==> src/core/bk3_pkg.sv <==
/*
  Shared constants and types for the third buck converter's mode and set-point control.
  Assumes a single 100 MHz clock domain and a synchronous active-high reset.
*/
package bk3_pkg;

  // ----------------------------------------------------------------
  // Clock and debounce timing
  // ----------------------------------------------------------------
  localparam int BK3_CLK_MHZ = 100;            // Control clock rate in MHz
  localparam int BK3_DEBOUNCE_US = 8000;       // Fault debounce, 8.0 ms in microseconds
  localparam int BK3_DEBOUNCE_CYC_INT = BK3_DEBOUNCE_US * BK3_CLK_MHZ;
  localparam int BK3_DB_W = 20;                // Debounce length width; the debounce counter is one bit wider
  localparam logic [BK3_DB_W-1:0] BK3_DEBOUNCE_CYCLES = BK3_DB_W'(BK3_DEBOUNCE_CYC_INT);

  // ----------------------------------------------------------------
  // Set-point fields and voltage decode
  // ----------------------------------------------------------------
  localparam int BK3_SP_W = 6;                 // Set-point field width
  localparam int BK3_CODE_W = 4;               // Used low bits of a set-point field
  localparam int BK3_MV_W = 12;                // Millivolt result width
  localparam logic [BK3_SP_W-1:0] BK3_SP_RESET = 6'h00;
  localparam logic [BK3_MV_W-1:0] BK3_VOUT_BASE_MV = 12'h708;   // 1800 mV at code 0
  localparam logic [BK3_MV_W-1:0] BK3_VOUT_STEP_MV = 12'h064;   // 100 mV per code step
  localparam logic [BK3_MV_W-1:0] BK3_VOUT_MAX_MV = 12'hCE4;    // 3300 mV at code 15

  // ----------------------------------------------------------------
  // Synchronised pin positions
  // ----------------------------------------------------------------
  localparam int BK3_PIN_N = 4;
  localparam int BK3_PIN_HS = 0;               // High-side over-limit comparator
  localparam int BK3_PIN_LS = 1;               // Low-side over-limit comparator
  localparam int BK3_PIN_LIGHT = 2;            // Light-load detector
  localparam int BK3_PIN_CYC = 3;              // Switching cycle start

  // ----------------------------------------------------------------
  // Enumerations and state
  // ----------------------------------------------------------------
  typedef enum logic [1:0] {BK3_PS_REGS_OFF, BK3_PS_RUN, BK3_PS_STANDBY, BK3_PS_SLEEP} bk3_pstate_t;
  typedef enum logic [1:0] {BK3_MODE_OFF, BK3_MODE_ADAPTIVE, BK3_MODE_FPWM, BK3_MODE_LOW_BIAS} bk3_mode_t;

  typedef struct packed {
    bk3_mode_t mode;
    logic regulator_on;
    logic switching_on;
    logic discharge_on;
    logic pwm_forced;
    logic pulse_skip_on;
    logic low_bias_on;
    logic hs_block;
    logic ls_block;
    logic hs_sense;
    logic ls_sense;
    logic hs_status;
    logic ls_status;
    logic cyc_prev;
    logic [BK3_SP_W-1:0] run_sp;
    logic [BK3_SP_W-1:0] stby_sp;
    logic [BK3_SP_W-1:0] slp_sp;
    logic [BK3_SP_W-1:0] act_sp;
    logic [BK3_MV_W-1:0] target_mv;
    bk3_pstate_t prev_state;
  } bk3_state_t;

endpackage

==> src/core/bk3_sync2.sv <==
/*
  Two-flop synchroniser for a vector of asynchronous pin levels.
  Assumes the pins are quasi-static levels; no grouping between bits is kept.
*/
`timescale 1ns/1ps
module bk3_sync2
  import bk3_pkg::*;
#(
  parameter int W = 1
)
(
  // Clock and control
  input wire logic mclk,
  input wire logic rst,
  input wire logic ce,
  // Pins in, synchronised levels out
  input wire logic [W-1:0] pin_async,
  output logic [W-1:0] pin_sync
);

  typedef struct packed {
    logic [W-1:0] s1;   // First stage, read only by the second
    logic [W-1:0] s2;   // Second stage, safe to use
  } bk3_sync_t;

  bk3_sync_t cur;
  bk3_sync_t next_cur;

  // Shift chain
  always_comb
  begin
    next_cur = cur;
    next_cur.s1 = pin_async;
    next_cur.s2 = cur.s1;
  end

  // State register
  always_ff @(posedge mclk)
  begin
    if (rst)
      cur <= '0;
    else if (ce)
      cur <= next_cur;
  end

  assign pin_sync = cur.s2;

endmodule

==> src/core/bk3_debounce.sv <==
/*
  Fault persistence timer: pulses once when a fault level has held longer than a cycle count.
  Assumes the fault input is already synchronised to mclk.
*/
`timescale 1ns/1ps
module bk3_debounce
  import bk3_pkg::*;
(
  // Clock and control
  input wire logic mclk,
  input wire logic rst,
  input wire logic ce,
  // Debounce length in cycles
  input wire logic [BK3_DB_W-1:0] limit,
  // Fault level in, expiry pulse out
  input wire logic fault,
  output logic expired
);

  typedef struct packed {
    logic [BK3_DB_W:0] count;   // Cycles the fault has held
    logic expired;              // One-cycle expiry pulse
  } bk3_db_t;

  bk3_db_t cur;
  bk3_db_t next_cur;

  // Count while the fault holds, restart on any gap
  always_comb
  begin
    next_cur = cur;
    next_cur.expired = 1'b0;
    if (!fault)
      next_cur.count = '0;
    else if (cur.count <= {1'b0, limit})
    begin
      next_cur.count = cur.count + 1'b1;
      // Strictly longer than the limit
      next_cur.expired = (cur.count == {1'b0, limit});
    end
  end

  // State register
  always_ff @(posedge mclk)
  begin
    if (rst)
      cur <= '0;
    else if (ce)
      cur <= next_cur;
  end

  assign expired = cur.expired;

endmodule

==> src/core/bk3_mode_ctrl.sv <==
/*
  Mode decode, current-limit handling and set-point loading for the third buck converter.
  Assumes control bits and power state come from same-clock register and state logic;
  comparator and cycle-start pins are asynchronous and are synchronised here.
*/
// Behaviour
// - DCM/CCM follows load; host or state forces
// - Off mode: no switching, discharge enabled
// - Adaptive is default; skips pulses at light load
// - Forced PWM never pulse skips
// - Low bias only in Standby/Sleep with bit
// - Enable and keep-on bits gate regulator per state
// - Forced-PWM bit overrides low-power bit
// - Both bits clear: adaptive with light-load DCM
// - Run with low-power bit stays adaptive
// - Standby with bits set runs low bias
// - Sleep with bits set runs low bias
// - Over-limit switch blocked for rest of cycle
// - Sense bits follow live limit condition
// - Status set after fault exceeds 8.0 ms
// - Fused code copied on disabled-to-Run entry
// - Set-point fields read-only, writes ignored
// - Code 0 is 1.80 V, 100 mV steps
`timescale 1ns/1ps
module bk3_mode_ctrl
  import bk3_pkg::*;
#(
  parameter logic [BK3_DB_W-1:0] DEBOUNCE_CYCLES = BK3_DEBOUNCE_CYCLES
)
(
  // Clock, reset, enable
  input wire logic mclk,
  input wire logic rst,
  input wire logic ce,
  // Chip power state
  input wire bk3_pstate_t power_state,
  // Control bits from the register file
  input wire logic buck_enable_bit,
  input wire logic standby_keep_on_bit,
  input wire logic sleep_keep_on_bit,
  input wire logic low_bias_select_bit,
  input wire logic forced_pwm_bit,
  input wire logic [BK3_SP_W-1:0] fused_setpoint_code,
  // Status clear strobes, write-one-to-clear
  input wire logic hs_status_clear,
  input wire logic ls_status_clear,
  // Asynchronous analog pins
  input wire logic hs_over_limit,
  input wire logic ls_over_limit,
  input wire logic light_load,
  input wire logic cycle_start,
  // Power stage controls
  output logic regulator_on,
  output logic switching_enable,
  output logic discharge_on,
  output logic pwm_forced,
  output logic pulse_skip_on,
  output logic low_bias_on,
  output logic hs_gate_block,
  output logic ls_gate_block,
  // Interrupt sense and status
  output logic hs_limit_sense,
  output logic ls_limit_sense,
  output logic hs_limit_status,
  output logic ls_limit_status,
  // Read-only set-point registers
  output logic [BK3_SP_W-1:0] buck3_run_setpoint,
  output logic [BK3_SP_W-1:0] buck3_standby_setpoint,
  output logic [BK3_SP_W-1:0] buck3_sleep_setpoint,
  // Active target voltage
  output logic [BK3_SP_W-1:0] active_setpoint,
  output logic [BK3_MV_W-1:0] active_target_mv
);

  // ----------------------------------------------------------------
  // Declarations
  // ----------------------------------------------------------------
  bk3_state_t cur;                 // All registered state
  bk3_state_t next_cur;            // Next value of the state
  logic [BK3_PIN_N-1:0] pins_raw;  // Pins gathered for the synchroniser
  logic [BK3_PIN_N-1:0] pins_s;    // Synchronised pins
  logic hs_s;                      // Live high-side limit
  logic ls_s;                      // Live low-side limit
  logic light_s;                   // Light load seen
  logic cyc_s;                     // Cycle start level
  logic hs_expired;                // High-side fault held past debounce
  logic ls_expired;                // Low-side fault held past debounce
  logic en_state;                  // Regulator allowed in this power state
  logic lp_state;                  // Standby or Sleep
  logic cyc_new;                   // New switching cycle begins
  logic sp_load;                   // Start-up copy of the fused code
  bk3_mode_t sel_mode;             // Decoded operating mode

  // ----------------------------------------------------------------
  // Pin synchronisation and debounce timers
  // ----------------------------------------------------------------
  assign pins_raw = {cycle_start, light_load, ls_over_limit, hs_over_limit};

  bk3_sync2 #(.W(BK3_PIN_N)) u_sync (
    .mclk(mclk),
    .rst(rst),
    .ce(ce),
    .pin_async(pins_raw),
    .pin_sync(pins_s)
  );

  assign hs_s = pins_s[BK3_PIN_HS];
  assign ls_s = pins_s[BK3_PIN_LS];
  assign light_s = pins_s[BK3_PIN_LIGHT];
  assign cyc_s = pins_s[BK3_PIN_CYC];

  // High-side persistence
  bk3_debounce u_hs_db (
    .mclk(mclk),
    .rst(rst),
    .ce(ce),
    .limit(DEBOUNCE_CYCLES),
    .fault(hs_s),
    .expired(hs_expired)
  );

  // Low-side persistence
  bk3_debounce u_ls_db (
    .mclk(mclk),
    .rst(rst),
    .ce(ce),
    .limit(DEBOUNCE_CYCLES),
    .fault(ls_s),
    .expired(ls_expired)
  );

  // ----------------------------------------------------------------
  // Mode decode
  // ----------------------------------------------------------------
  // Which power states allow the regulator
  always_comb
  begin
    lp_state = (power_state == BK3_PS_STANDBY) || (power_state == BK3_PS_SLEEP);
    en_state = 1'b0;
    if (!buck_enable_bit)
      en_state = 1'b0;
    else if (power_state == BK3_PS_RUN)
      en_state = 1'b1;
    else if (power_state == BK3_PS_STANDBY)
      en_state = standby_keep_on_bit;
    else if (power_state == BK3_PS_SLEEP)
      en_state = sleep_keep_on_bit;
  end

  // Mode selection; forced PWM wins over low bias
  always_comb
  begin
    if (!en_state)
      sel_mode = BK3_MODE_OFF;
    else if (forced_pwm_bit)
      sel_mode = BK3_MODE_FPWM;
    else if (low_bias_select_bit && lp_state)
      sel_mode = BK3_MODE_LOW_BIAS;
    else
      sel_mode = BK3_MODE_ADAPTIVE;
  end

  assign cyc_new = cyc_s && !cur.cyc_prev;
  assign sp_load = (cur.prev_state == BK3_PS_REGS_OFF) && (power_state == BK3_PS_RUN);

  // ----------------------------------------------------------------
  // Next-state logic
  // ----------------------------------------------------------------
  always_comb
  begin
    next_cur = cur;
    next_cur.mode = sel_mode;
    next_cur.prev_state = power_state;
    next_cur.cyc_prev = cyc_s;
    // Per-mode power stage controls
    case (sel_mode)
      BK3_MODE_OFF:
      begin
        next_cur.regulator_on = 1'b0;
        next_cur.switching_on = 1'b0;
        next_cur.discharge_on = 1'b1;
        next_cur.pwm_forced = 1'b0;
        next_cur.pulse_skip_on = 1'b0;
        next_cur.low_bias_on = 1'b0;
      end
      BK3_MODE_FPWM:
      begin
        next_cur.regulator_on = 1'b1;
        next_cur.switching_on = 1'b1;
        next_cur.discharge_on = 1'b0;
        next_cur.pwm_forced = 1'b1;
        next_cur.pulse_skip_on = 1'b0;
        next_cur.low_bias_on = 1'b0;
      end
      BK3_MODE_LOW_BIAS:
      begin
        next_cur.regulator_on = 1'b1;
        next_cur.switching_on = 1'b1;
        next_cur.discharge_on = 1'b0;
        next_cur.pwm_forced = 1'b0;
        next_cur.pulse_skip_on = light_s;
        next_cur.low_bias_on = 1'b1;
      end
      default:
      begin
        // Adaptive: quasi-fixed frequency, skipping at light load
        next_cur.regulator_on = 1'b1;
        next_cur.switching_on = 1'b1;
        next_cur.discharge_on = 1'b0;
        next_cur.pwm_forced = 1'b0;
        next_cur.pulse_skip_on = light_s;
        next_cur.low_bias_on = 1'b0;
      end
    endcase
    // Cycle-by-cycle switch blocking; a fault wins over the cycle restart
    if (hs_s)
      next_cur.hs_block = 1'b1;
    else if (cyc_new || !next_cur.switching_on)
      next_cur.hs_block = 1'b0;
    if (ls_s)
      next_cur.ls_block = 1'b1;
    else if (cyc_new || !next_cur.switching_on)
      next_cur.ls_block = 1'b0;
    // Live sense bits
    next_cur.hs_sense = hs_s;
    next_cur.ls_sense = ls_s;
    // Sticky status; a new expiry wins over the clear
    if (hs_expired)
      next_cur.hs_status = 1'b1;
    else if (hs_status_clear)
      next_cur.hs_status = 1'b0;
    if (ls_expired)
      next_cur.ls_status = 1'b1;
    else if (ls_status_clear)
      next_cur.ls_status = 1'b0;
    // Set-points change only through the start-up copy
    if (sp_load)
    begin
      next_cur.run_sp = fused_setpoint_code;
      next_cur.stby_sp = fused_setpoint_code;
      next_cur.slp_sp = fused_setpoint_code;
    end
    // Field used in the present state
    case (power_state)
      BK3_PS_STANDBY: next_cur.act_sp = next_cur.stby_sp;
      BK3_PS_SLEEP: next_cur.act_sp = next_cur.slp_sp;
      default: next_cur.act_sp = next_cur.run_sp;
    endcase
    // Linear decode of the low code bits
    next_cur.target_mv = BK3_MV_W'(BK3_VOUT_BASE_MV
      + BK3_MV_W'(next_cur.act_sp[BK3_CODE_W-1:0]) * BK3_VOUT_STEP_MV);
  end

  // ----------------------------------------------------------------
  // State register
  // ----------------------------------------------------------------
  always_ff @(posedge mclk)
  begin
    if (rst)
    begin
      cur <= '0;
      cur.mode <= BK3_MODE_OFF;
      cur.discharge_on <= 1'b1;
      cur.prev_state <= BK3_PS_REGS_OFF;
      cur.run_sp <= BK3_SP_RESET;
      cur.stby_sp <= BK3_SP_RESET;
      cur.slp_sp <= BK3_SP_RESET;
      cur.act_sp <= BK3_SP_RESET;
      cur.target_mv <= BK3_VOUT_BASE_MV;
    end
    else if (ce)
      cur <= next_cur;
  end

  // ----------------------------------------------------------------
  // Outputs
  // ----------------------------------------------------------------
  assign regulator_on = cur.regulator_on;
  assign switching_enable = cur.switching_on;
  assign discharge_on = cur.discharge_on;
  assign pwm_forced = cur.pwm_forced;
  assign pulse_skip_on = cur.pulse_skip_on;
  assign low_bias_on = cur.low_bias_on;
  assign hs_gate_block = cur.hs_block;
  assign ls_gate_block = cur.ls_block;
  assign hs_limit_sense = cur.hs_sense;
  assign ls_limit_sense = cur.ls_sense;
  assign hs_limit_status = cur.hs_status;
  assign ls_limit_status = cur.ls_status;
  assign buck3_run_setpoint = cur.run_sp;
  assign buck3_standby_setpoint = cur.stby_sp;
  assign buck3_sleep_setpoint = cur.slp_sp;
  assign active_setpoint = cur.act_sp;
  assign active_target_mv = cur.target_mv;
endmodule

==> config.mk <==
export PLATFORM = sky130hd
export DESIGN_NAME = bk3_mode_ctrl
export DESIGN_NICKNAME = d
export VERILOG_FILES = /design/src/core/bk3_pkg.sv /design/src/core/bk3_sync2.sv /design/src/core/bk3_debounce.sv /design/src/core/bk3_mode_ctrl.sv
export SDC_FILE = /design/constraint.sdc
export NUM_CORES = 1
export LEC_CHECK = 0
export BUFFER_PORTS_ARGS = -buffer_cell sky130_fd_sc_hd__buf_2
export CAP_MARGIN = 30
export CORE_ASPECT_RATIO = 0.5
export CORE_MARGIN = 4
export CORE_UTILIZATION = 55
export CTS_CLUSTER_DIAMETER = 150
export DETAILED_ROUTE_END_ITERATION = 8
export GPL_ROUTABILITY_DRIVEN = 0
export PLACE_DENSITY = 0.77
export SETUP_SLACK_MARGIN = 0.05
export SYNTH_ARGS = -nofsm -noshare
export SYNTH_HDL_FRONTEND = slang
export SYNTH_SLANG_ARGS = --single-unit
==> constraint.sdc <==
create_clock -name mclk -period 9.15 [get_ports mclk]
set_clock_uncertainty 0.05 [all_clocks]
set_input_delay 1.83 -clock mclk [delete_from_list [all_inputs] [get_ports mclk]]
set_output_delay 1.83 -clock mclk [all_outputs]
set_load 0.005 [all_outputs]
==> results of run 1 <==
-- registers in the layout, indices dropped and copies added (netlist names), 3 cells and up --
name                    count
u_hs_db.cur                21
cur                         3
buck3_run_setpoint          6
u_sync.pin_sync             4
buck3_standby_setpoint      6
u_ls_db.cur                21
active_target_mv            9
u_sync.cur                  4
buck3_sleep_setpoint        6
active_setpoint             6
-- critical path, cell delays in order --
cell,delay [ps]
buf_2,210
nor4b_2,810
mux2i_1,190
mux2i_1,510
ha_1,340
ha_1,230
fa_1,470
and3_1,200
a21oi_1,230
xnor2_1,140
nor2_1,60
a211o_1,240
-- stage by stage --
stage / total power, mW / cells / util
final: 0.889 / 756 / 0.618
after global routing: 0.924 / 756 / 0.618
after CTS: 0.895 / 756 / 0.618
after detailed placement: 0.533 / 740 / 0.586
after global placement: 0.531 / 740 / 0.586
after floorplan: 0.517 / 628 / -
-- where the power goes --
part,total [mW],switching (mW),leakage [nW],internal [mW]
combinational,0.0744,0.0446,1.17,0.0297
sequential,0.449,0.00826,0.803,0.441
clock,0.365,0.176,0.139,0.189
-- worst min-delay path by stage --
| stage | startpoint | end | slack, ps | depth (start not counted) |
|---|---|---|---|---|
| global route | hs_gate_block$_SDFFE_PP0P_ | hs_gate_block$_SDFFE_PP0P_ | 430 | 2 |
| global placement | ls_gate_block$_SDFFE_PP0P_ | ls_gate_block$_SDFFE_PP0P_ | 390 | 2 |
| detailed placement | hs_gate_block$_SDFFE_PP0P_ | hs_gate_block$_SDFFE_PP0P_ | 400 | 2 |
| floorplan | active_target_mv[9]$_SDFFE_PP1P_ | active_target_mv[9]$_SDFFE_PP1P_ | 390 | 1 |
| finish | hs_gate_block$_SDFFE_PP0P_ | hs_gate_block$_SDFFE_PP0P_ | 410 | 2 |
| CTS | hs_gate_block$_SDFFE_PP0P_ | hs_gate_block$_SDFFE_PP0P_ | 410 | 2 |
-- synthesized netlist by cell type (2+ instances only) --
cell type  count
or4_1         13
clkbuf_1      33
buf_4         37
a31oi_1       16
a311oi_1       3
a32oi_1        2
or4b_1         2
and3_1         7
nor2_1        43
o311ai_0       7
and4_1         3
nand3_1       20
o21ai_0       14
nor3_1        10
a22oi_1        4
ha_1          13
a221oi_1       3
nor4b_1        3
xnor2_1        7
a211o_1        4
mux2i_1       23
buf_2          3
nor4_1         3
o211ai_1      12
a21o_1         5
a211oi_1       8
inv_1         22
buf_6          2
o31ai_1        3
nor3b_1        3
nand4_1       13
a21oi_1       45
o32ai_1        2
or3_1          4
dfxtp_1       99
o21a_1         4
xor2_1         4
and2_1         8
nand2_1       98
-- per-layer routing --
layer / vias up / GRT usage / wire length, um / part of all wire
met4: 0 / 0.0372 / 76 / 0.0066
li1: 2226 / - / - / -
met1: 2095 / 0.296 / 5570 / 0.49
met5: - / 0 / 0 / 0
met3: 13 / 0.0520 / 593 / 0.052
met2: 97 / 0.331 / 5240 / 0.46
-- layout make-up --
| class | count | area [um^2] |
|---|---|---|
| Clock buffer | 9 | 225 |
| Timing Repair Buffer | 71 | 365 |
| Fill cell | 798 | 3390 |
| Sequential cell | 99 | 1980 |
| Clock inverter | 7 | 58.8 |
| Inverter | 22 | 82.6 |
| Multi-Input combinational cell | 431 | 2640 |
| Tap cell | 117 | 146 |
-- cells by family after synthesis --
kind of cell    count (synthesis)  synth area share
fa+ha+maj                      14            0.0356
buf+inv                        98             0.102
mux                            24            0.0470
compound gates                140             0.178
simple gates                  240             0.231
xor+xnor                       11            0.0188
flops                          99             0.386
other cells                     1          0.000731
==> impl_metrics.py, run 1 <==
metrics = {
    "outcome": {
        "outcome": "complete, no violations",
    },
    "synthesis": {
        "avgSynthCellArea_um2": 8.19,
        "yosysUniqueCellTypes": 61,
        "syn_inst": 627,
        "synth_top_area_share": 0.386,
        "ys_top_cells_by_area": "dfxtp_1 (39%), nand2_1 (7.2%), buf_4 (5.4%), mux2i_1 (4.5%), a21oi_1 (4.4%)",
        "yosys_warnings": 0,
        "seq_area_frac_synth": 0.386,
        "synth_edf_count": 0,
        "synthArstFlopShare": 0,
        "ys.flop_type": "dfxtp_1",
        "ys_seq_elements": 99,
        "synth_top_area_cell": "dfxtp_1",
        "syn_area_mm2": 0.00513,
    },
    "detailed_routing": {
        "dr.pass1.iters": 5,
        "viasPerCell": 5.86,
        "drt-initial-drc-count": 307,
        "ant_nets": 0,
        "wl_um": 11500,
        "wl_per_cell_um": 15.2,
        "drc_errors": 0,
        "vias": 4431,
    },
    "power_and_ir_drop": {
        "ir_drop_v": 0.0000900,
        "power.density_mw_per_mm2": 162,
        "p_leak_nw": 2.12,
    },
    "setup_path": {
        "critPathCaptureType": "register",
        "cp-startpoint": "power_state[0]",
        "crit_fanout": 11,
        "worstReg2RegEnd": "active_target_mv[9]$_SDFFE_PP1P_",
        "r2r_slack_ps": 5230,
        "reg2reg_depth": 11,
        "r2r_start": "cur[0]$_SDFFE_PP0P_",
        "crit_type": "in2reg",
        "crit_required_ps": 9330,
        "crit_path_end": "active_target_mv[9]$_SDFFE_PP1P_",
        "crit_arrival_ps": 5460,
        "start_kind": "input port",
    },
    "job": {
        "cap_violations": 0,
    },
    "worst_hold_path": {
        "min_path_type": "reg2reg",
    },
    "floorplan": {
        "ioPinCount": 70,
        "row_count": 24,
        "die_y_um": 76.3,
        "die_area_mm2": 0.0110,
        "core-area_mm2": 0.00889,
        "die_x_um": 145,
        "start_util": 0.577,
    },
    "global_routing": {
        "grt_max_degree": 81,
        "first_global_vias": 3999,
        "gr-total-overflow": 0,
        "grt_pass1_wl_um": 19300,
        "groute.usage.overall": 0.211,
        "grt_antenna_before_repair": 0,
    },
    "clocking": {
        "cts.sinks": 99,
        "cts-root-buf": "clkbuf_16",
        "cts-resized-gates": 0,
        "htree_levels": 3,
        "cts_max_path_buffers": 2,
        "cts_tree": "yes",
        "cts_hold_buf": 0,
        "cts_setup_buffers": 0,
        "numCtsBuffers": 9,
        "path_clk_slew_ps": 70,
        "clk_latency_ps": 340,
    },
    "sta": {
        "slew_headroom": 0.365,
        "clock.fmax_ghz": 0.190,
        "rsz0062_at_grt": "no",
        "post-route-period-util": 0.577,
        "finalHoldViolations": 0,
        "fin_crit_ps": 5280,
        "worstMarginPinSlew_ps": 950,
        "setup_tns_ps": 0,
        "fin_hold_ws_ps": 409,
        "finalSetupViolCount": 0,
        "drv_slew": 0,
        "setup_slack_ps": 3870,
    },
    "layout": {
        "fin_nets": 670,
        "final_area_mm2": 0.00550,
        "layout_common_cells": "dfxtp_1 (99), nand2_1 (98), buf_2 (67), a21oi_1 (45), nor2_1 (43)",
        "drive_gt1_frac": 0.150,
        "n_antenna_cell": 0,
        "final_common_cell": "dfxtp_1",
        "syn_to_final_growth_pct": 7.07,
    },
    "place": {
        "placedInstanceArea_mm2": 0.00521,
        "io_buffers": 67,
        "place_hpwl_um": 7790,
        "pre_cts_slack_ps": 3600,
    },
}
(Power assumes the default switching activity.)
==> inputs of run 2 (changes only) <==
Settings changed: ABC_AREA set to 1, CORE_UTILIZATION 55 to 53.
Clock period 9.15 ns to 4.3 ns, I/O delays scaled along.
==> impl_metrics.py, run 2 <==
metrics = {
    "global_routing": {
        "grt_max_degree": 55,
        "groute.usage.overall": 0.216,
        "gr-total-overflow": 0,
        "grt_antenna_before_repair": 0,
        "grt_pass1_wl_um": 22200,
        "first_global_vias": 4882,
    },
    "synthesis": {
        "synth_top_area_share": 0.352,
        "synthTopCellsByCount": "nand2_1 (190), dfxtp_1 (99), nor2_1 (85)",
        "ys.flop_type": "dfxtp_1",
        "synth_top_area_cell": "dfxtp_1",
        "yosysMostFrequentCell": "nand2_1",
        "yosysUniqueCellTypes": 41,
        "synth_edf_count": 0,
        "ys_seq_elements": 99,
        "syn_inst": 837,
        "synthArstFlopShare": 0,
        "syn_area_mm2": 0.00563,
        "seq_area_frac_synth": 0.352,
        "ys_top_cells_by_area": "dfxtp_1 (35%), nand2_1 (13%), a21oi_1 (6.8%), nand3_1 (6.0%), nor2_1 (5.7%)",
        "yosys_warnings": 0,
        "avgSynthCellArea_um2": 6.73,
    },
    "power_and_ir_drop": {
        "power.density_mw_per_mm2": 359,
        "ir_drop_v": 0.000194,
        "power.share.combinational": 0.120,
        "switching_power_mw": 0.536,
        "p_leak_nw": 2.62,
        "p_clk_frac": 0.431,
        "p_seq_frac": 0.449,
        "p_sw_frac": 0.245,
        "p_int_mw": 1.65,
    },
    "clocking": {
        "clk_latency_ps": 350,
        "path_clk_slew_ps": 60,
        "cts_tree": "yes",
        "cts.sinks": 99,
        "htree_levels": 3,
        "cts_max_path_buffers": 2,
        "cts-resized-gates": 0,
        "cts_hold_buf": 0,
        "cts_setup_buffers": 0,
        "cts-root-buf": "clkbuf_16",
        "numCtsBuffers": 9,
    },
    "setup_path": {
        "critPathCaptureType": "register",
        "worstReg2RegEnd": "active_target_mv[10]$_SDFFE_PP1P_",
        "crit_arrival_ps": 3690,
        "start_kind": "input port",
        "reg2reg_depth": 16,
        "crit_type": "in2reg",
        "r2r_slack_ps": 1100,
        "crit_required_ps": 4480,
        "r2r_start": "cur[0]$_SDFFE_PP0P_",
        "crit_fanout": 18,
    },
    "detailed_routing": {
        "viasPerCell": 5.33,
        "vias": 5288,
        "drc_errors": 0,
        "wl_per_cell_um": 13.3,
        "drt-initial-drc-count": 412,
        "wl_um": 13200,
        "dr.pass1.iters": 5,
        "ant_nets": 0,
    },
    "layout": {
        "fillers": 988,
        "syn_to_final_growth_pct": 8.11,
        "layout_common_cells": "nand2_1 (190), dfxtp_1 (99), nor2_1 (85), inv_1 (82), a21oi_1 (77)",
        "fin_nets": 884,
        "n_antenna_cell": 0,
        "final_common_cell": "nand2_1",
        "drive_gt1_frac": 0.129,
    },
    "place": {
        "place_hpwl_um": 9420,
        "pre_cts_slack_ps": 467,
        "io_buffers": 67,
    },
    "sta": {
        "fin_crit_ps": 3500,
        "setup_tns_ps": 0,
        "worstMarginPinSlew_ps": 856,
        "finalSetupViolCount": 0,
        "post-route-period-util": 0.814,
        "drv_slew": 0,
        "slew_headroom": 0.429,
        "rsz0062_at_grt": "no",
        "finalHoldViolations": 0,
        "setup_slack_ps": 799,
        "clock.fmax_ghz": 0.286,
    },
    "floorplan": {
        "die_x_um": 154,
        "die_y_um": 80.9,
        "ioPinCount": 70,
        "row_count": 26,
        "die_area_mm2": 0.0124,
        "core-area_mm2": 0.0103,
        "start_util": 0.548,
    },
    "worst_hold_path": {
        "hp-start": "u_ls_db.cur[21]$_SDFFE_PP0P_",
        "worstHoldPathCells": 2,
        "min_path_type": "reg2reg",
        "whs_endpoint": "u_ls_db.cur[21]$_SDFFE_PP0P_",
    },
    "job": {
        "cap_violations": 0,
    },
    "outcome": {
        "outcome": "complete, no violations",
    },
}
==> run 2: cell types whose count changed after synthesis, moves of 16 or more <==
cell / change
nand4_1: +17
o21ai_0: +36
a21oi_1: +32
nor2_1: +42
inv_1: +60
nand3_1: +48
a31oi_1: -16
nand2_1: +92
mux2i_1: -23
==> run 2: worst max path at each step <==
stage,from,end,slack (ps),cells past startpoint
after floorplan,power_state[1],active_target_mv[9]$_SDFFE_PP1P_,820,18
after global placement,power_state[0],active_target_mv[9]$_SDFFE_PP1P_,590,19
after detailed placement,power_state[1],active_target_mv[10]$_SDFFE_PP1P_,470,17
after CTS,power_state[1],active_target_mv[10]$_SDFFE_PP1P_,830,17
after global routing,power_state[1],active_target_mv[10]$_SDFFE_PP1P_,570,17
final,power_state[1],active_target_mv[10]$_SDFFE_PP1P_,800,17
==> run 2: worst max-delay path, cell delays in order <==
cell	delay, ps
buf_2	280
nor2_4	90
nand2_4	140
clkinv_2	170
o21ai_0	260
nand2_1	80
nand2_1	100
inv_1	70
ha_1	280
ha_1	230
fa_1	410
xnor2_1	270
inv_1	90
nor2_1	150
nand2_1	70
nand2_1	50
nand3_1	60
==> run 2: metal layers <==
layer | routed length, um | part of all wire | global-route usage | up-vias
li1 | - | - | - | 2718
met1 | 5890 | 0.45 | 0.268 | 2416
met2 | 6350 | 0.48 | 0.375 | 137
met3 | 793 | 0.060 | 0.0681 | 17
met4 | 142 | 0.011 | 0.0458 | 0
met5 | 0 | 0 | 0 | -
==> run 2: final cells by class <==
class	count	area [um^2]	share of cell area
multi-input combinational	581	2890	0.474
sequential	99	1980	0.326
timing repair buffer	72	373	0.0613
inverter	85	320	0.0526
clock buffer	11	253	0.0415
tap	140	175	0.0288
clock inverter	4	97.6	0.0160
==> run 2: kinds of logic after synthesis <==
family                   count (synthesis)  synth area share
AND/OR/NAND/NOR                        401             0.313
other                                    1          0.000666
XOR/XNOR                                 9            0.0140
adder cells (fa/ha/maj)                 14            0.0324
buffers and inverters                  158             0.136
flip-flops                              99             0.352
AO/OA/AOI/OAI                          155             0.152
==> run 2: power groups by stage <==
stage / logic [mW] / registers, mW / clock network (mW)
detailed placement: 0.262 / 1.00 / 0
floorplan: 0.221 / 0.993 / 0
finish: 0.263 / 0.982 / 0.942
CTS: 0.264 / 0.981 / 0.959
global placement: 0.257 / 1.00 / 0
global route: 0.301 / 0.986 / 0.992
==> run 2: through the flow <==
step | utilization | total power [mW] | std cells | cell area [um^2] | hold WS (ps)
6_report | 0.592 | 2.19 | 992 | 6090 | 401
5_1_grt | 0.592 | 2.28 | 992 | 6090 | 423
4_1_cts | 0.592 | 2.20 | 992 | 6090 | 397
3_5_place_dp | 0.558 | 1.26 | 977 | 5740 | 386
3_3_place_gp | 0.558 | 1.26 | 977 | 5740 | 380
2_1_floorplan | - | 1.21 | 838 | 5630 | 368
==> inputs of run 3 (changes only) <==
Settings changed: ABC_AREA 1 to 0, CORE_UTILIZATION 53 to 55.
Clock period 4.3 ns to 3.4 ns, I/O delays scaled along.
==> impl_metrics.py, run 3 (same netlist as run 1, synthesis figures left out) <==
metrics = {
    "layout": {
        "final_area_mm2": 0.00568,
        "drive_gt1_frac": 0.183,
        "fin_nets": 685,
        "syn_to_final_growth_pct": 10.6,
        "layout_common_cells": "dfxtp_1 (99), nand2_1 (98), buf_2 (67), a21oi_1 (44), nor2_1 (43)",
        "n_antenna_cell": 0,
        "final_common_cell": "dfxtp_1",
        "utilization": 0.639,
    },
    "detailed_routing": {
        "dr.pass1.iters": 4,
        "viasPerCell": 5.84,
        "wl_per_cell_um": 15.3,
        "drt-initial-drc-count": 196,
        "vias": 4505,
        "wl_um": 11800,
        "drc_errors": 0,
        "ant_nets": 0,
    },
    "sta": {
        "fin_crit_ps": 3150,
        "drv_slew": 0,
        "clock.fmax_ghz": 0.317,
        "finalSetupViolCount": 0,
        "post-route-period-util": 0.928,
        "finalHoldViolations": 0,
        "slew_headroom": 0.426,
        "worstMarginPinSlew_ps": 860,
        "rsz0062_at_grt": "no",
        "fin_hold_ws_ps": 413,
    },
    "setup_path": {
        "critical_path.max_stage_delay_ps": 520,
        "crit_required_ps": 3600,
        "path_cells": "buf_2, nor4b_4, buf_4, mux2i_1, mux2i_2, ha_1, ha_2, fa_1, and3_4, a21oi_2, xnor2_1, nor2_1, a211o_1",
        "reg2reg_depth": 12,
        "worstReg2RegEnd": "active_target_mv[9]$_SDFFE_PP1P_",
        "crit_fanout": 7,
        "r2r_start": "cur[1]$_SDFFE_PP0P_",
        "crit_arrival_ps": 3350,
        "start_kind": "input port",
        "slowest_stage": "fa_1",
        "crit_type": "in2reg",
        "critPathCaptureType": "register",
        "r2r_slack_ps": 340,
    },
    "outcome": {
        "outcome": "complete, no violations",
    },
    "clocking": {
        "htree_levels": 3,
        "cts_setup_buffers": 0,
        "clk_latency_ps": 360,
        "path_clk_slew_ps": 70,
        "cts_hold_buf": 0,
        "numCtsBuffers": 9,
        "cts-resized-gates": 0,
        "cts.sinks": 99,
        "cts_max_path_buffers": 2,
        "cts-root-buf": "clkbuf_16",
        "cts_tree": "yes",
    },
    "floorplan": {
        "start_util": 0.577,
        "row_count": 24,
        "core-area_mm2": 0.00889,
        "die_x_um": 145,
        "ioPinCount": 70,
        "die_area_mm2": 0.0110,
        "die_y_um": 76.3,
    },
    "global_routing": {
        "grt_pass1_wl_um": 20100,
        "grt_max_degree": 38,
        "gr-total-overflow": 0,
        "grt_antenna_before_repair": 0,
        "first_global_vias": 4160,
        "groute.usage.overall": 0.222,
    },
    "power_and_ir_drop": {
        "p_total_mw": 2.47,
        "p_leak_nw": 2.21,
        "power.density_mw_per_mm2": 434,
        "ir_drop_v": 0.000245,
    },
    "worst_hold_path": {
        "worstHoldPathCells": 2,
        "whs_endpoint": "ls_limit_sense$_SDFFE_PP0P_",
        "min_path_type": "reg2reg",
        "hp-start": "ls_limit_sense$_SDFFE_PP0P_",
    },
    "place": {
        "io_buffers": 67,
        "placedInstanceArea_mm2": 0.00537,
        "place_hpwl_um": 8350,
    },
    "job": {
        "cap_violations": 0,
    },
}
[run 3: cell types whose count changed in the layout (fill, tap and decap cells not counted), sizes merged, moves of 16 or more]
| cell | before | now |
|---|---|---|
| a31oi | 0 | 16 |
| a21oi | 79 | 45 |
| inv | 83 | 28 |
| o21ai | 54 | 15 |
| nand3 | 71 | 21 |
| nand2 | 194 | 98 |
| nand4 | 30 | 13 |
| mux2i | 0 | 23 |
| nor2 | 89 | 43 |
[run 3: where the power goes]
group / internal [mW] / switching (mW)
combinational: 0.101 / 0.135
clock: 0.520 / 0.504
sequential: 1.19 / 0.0194
[run 3: worst max-delay path by stage]
| stage | start | end | cells past startpoint |
|---|---|---|---|
| after floorplan | power_state[1] | active_target_mv[9]$_SDFFE_PP1P_ | 13 |
| after global placement | power_state[1] | active_target_mv[9]$_SDFFE_PP1P_ | 13 |
| after detailed placement | power_state[1] | active_target_mv[9]$_SDFFE_PP1P_ | 14 |
| after CTS | power_state[1] | active_target_mv[9]$_SDFFE_PP1P_ | 14 |
| after global routing | power_state[1] | active_target_mv[9]$_SDFFE_PP1P_ | 13 |
| final | power_state[1] | active_target_mv[9]$_SDFFE_PP1P_ | 13 |
[run 3: stage by stage]
stage / worst slack [ps] / std cells / TNS (ps)
3_3_place_gp: -58.1 / 755 / -94.5
4_1_cts: 201 / 771 / 0
5_1_grt: 65.5 / 771 / 0
3_5_place_dp: -164 / 755 / -371
2_1_floorplan: -128 / 628 / -208
6_report: 245 / 771 / 0
[run 3: final cells by class]
cell class	count	area, um^2
inverters	22	82.6
clock inverters	7	67.6
flip-flops and latches	99	1980
repair buffers	86	478
clock buffers	9	225
well taps	117	146
fillers	766	3210
multi-input cells	431	2690
[run 3: worst max-delay path: cells and delay by family]
kind                       cells  cell delay (ps)
xor gates and xnor gates       1              160
buffers and inverters          2              310
adders and majority gates      3             1020
AOI/OAI and AO/OA              2              310
muxes                          2              360
and+or+nand+nor                3              500
[run 3: per-layer routing]
layer | vias to the layer above | track usage | wire [um]
li1 | 2262 | - | -
met1 | 2124 | 0.302 | 5640
met2 | 109 | 0.340 | 5470
met3 | 10 | 0.0715 | 617
met4 | 0 | 0.0559 | 98
met5 | - | 0 | 0
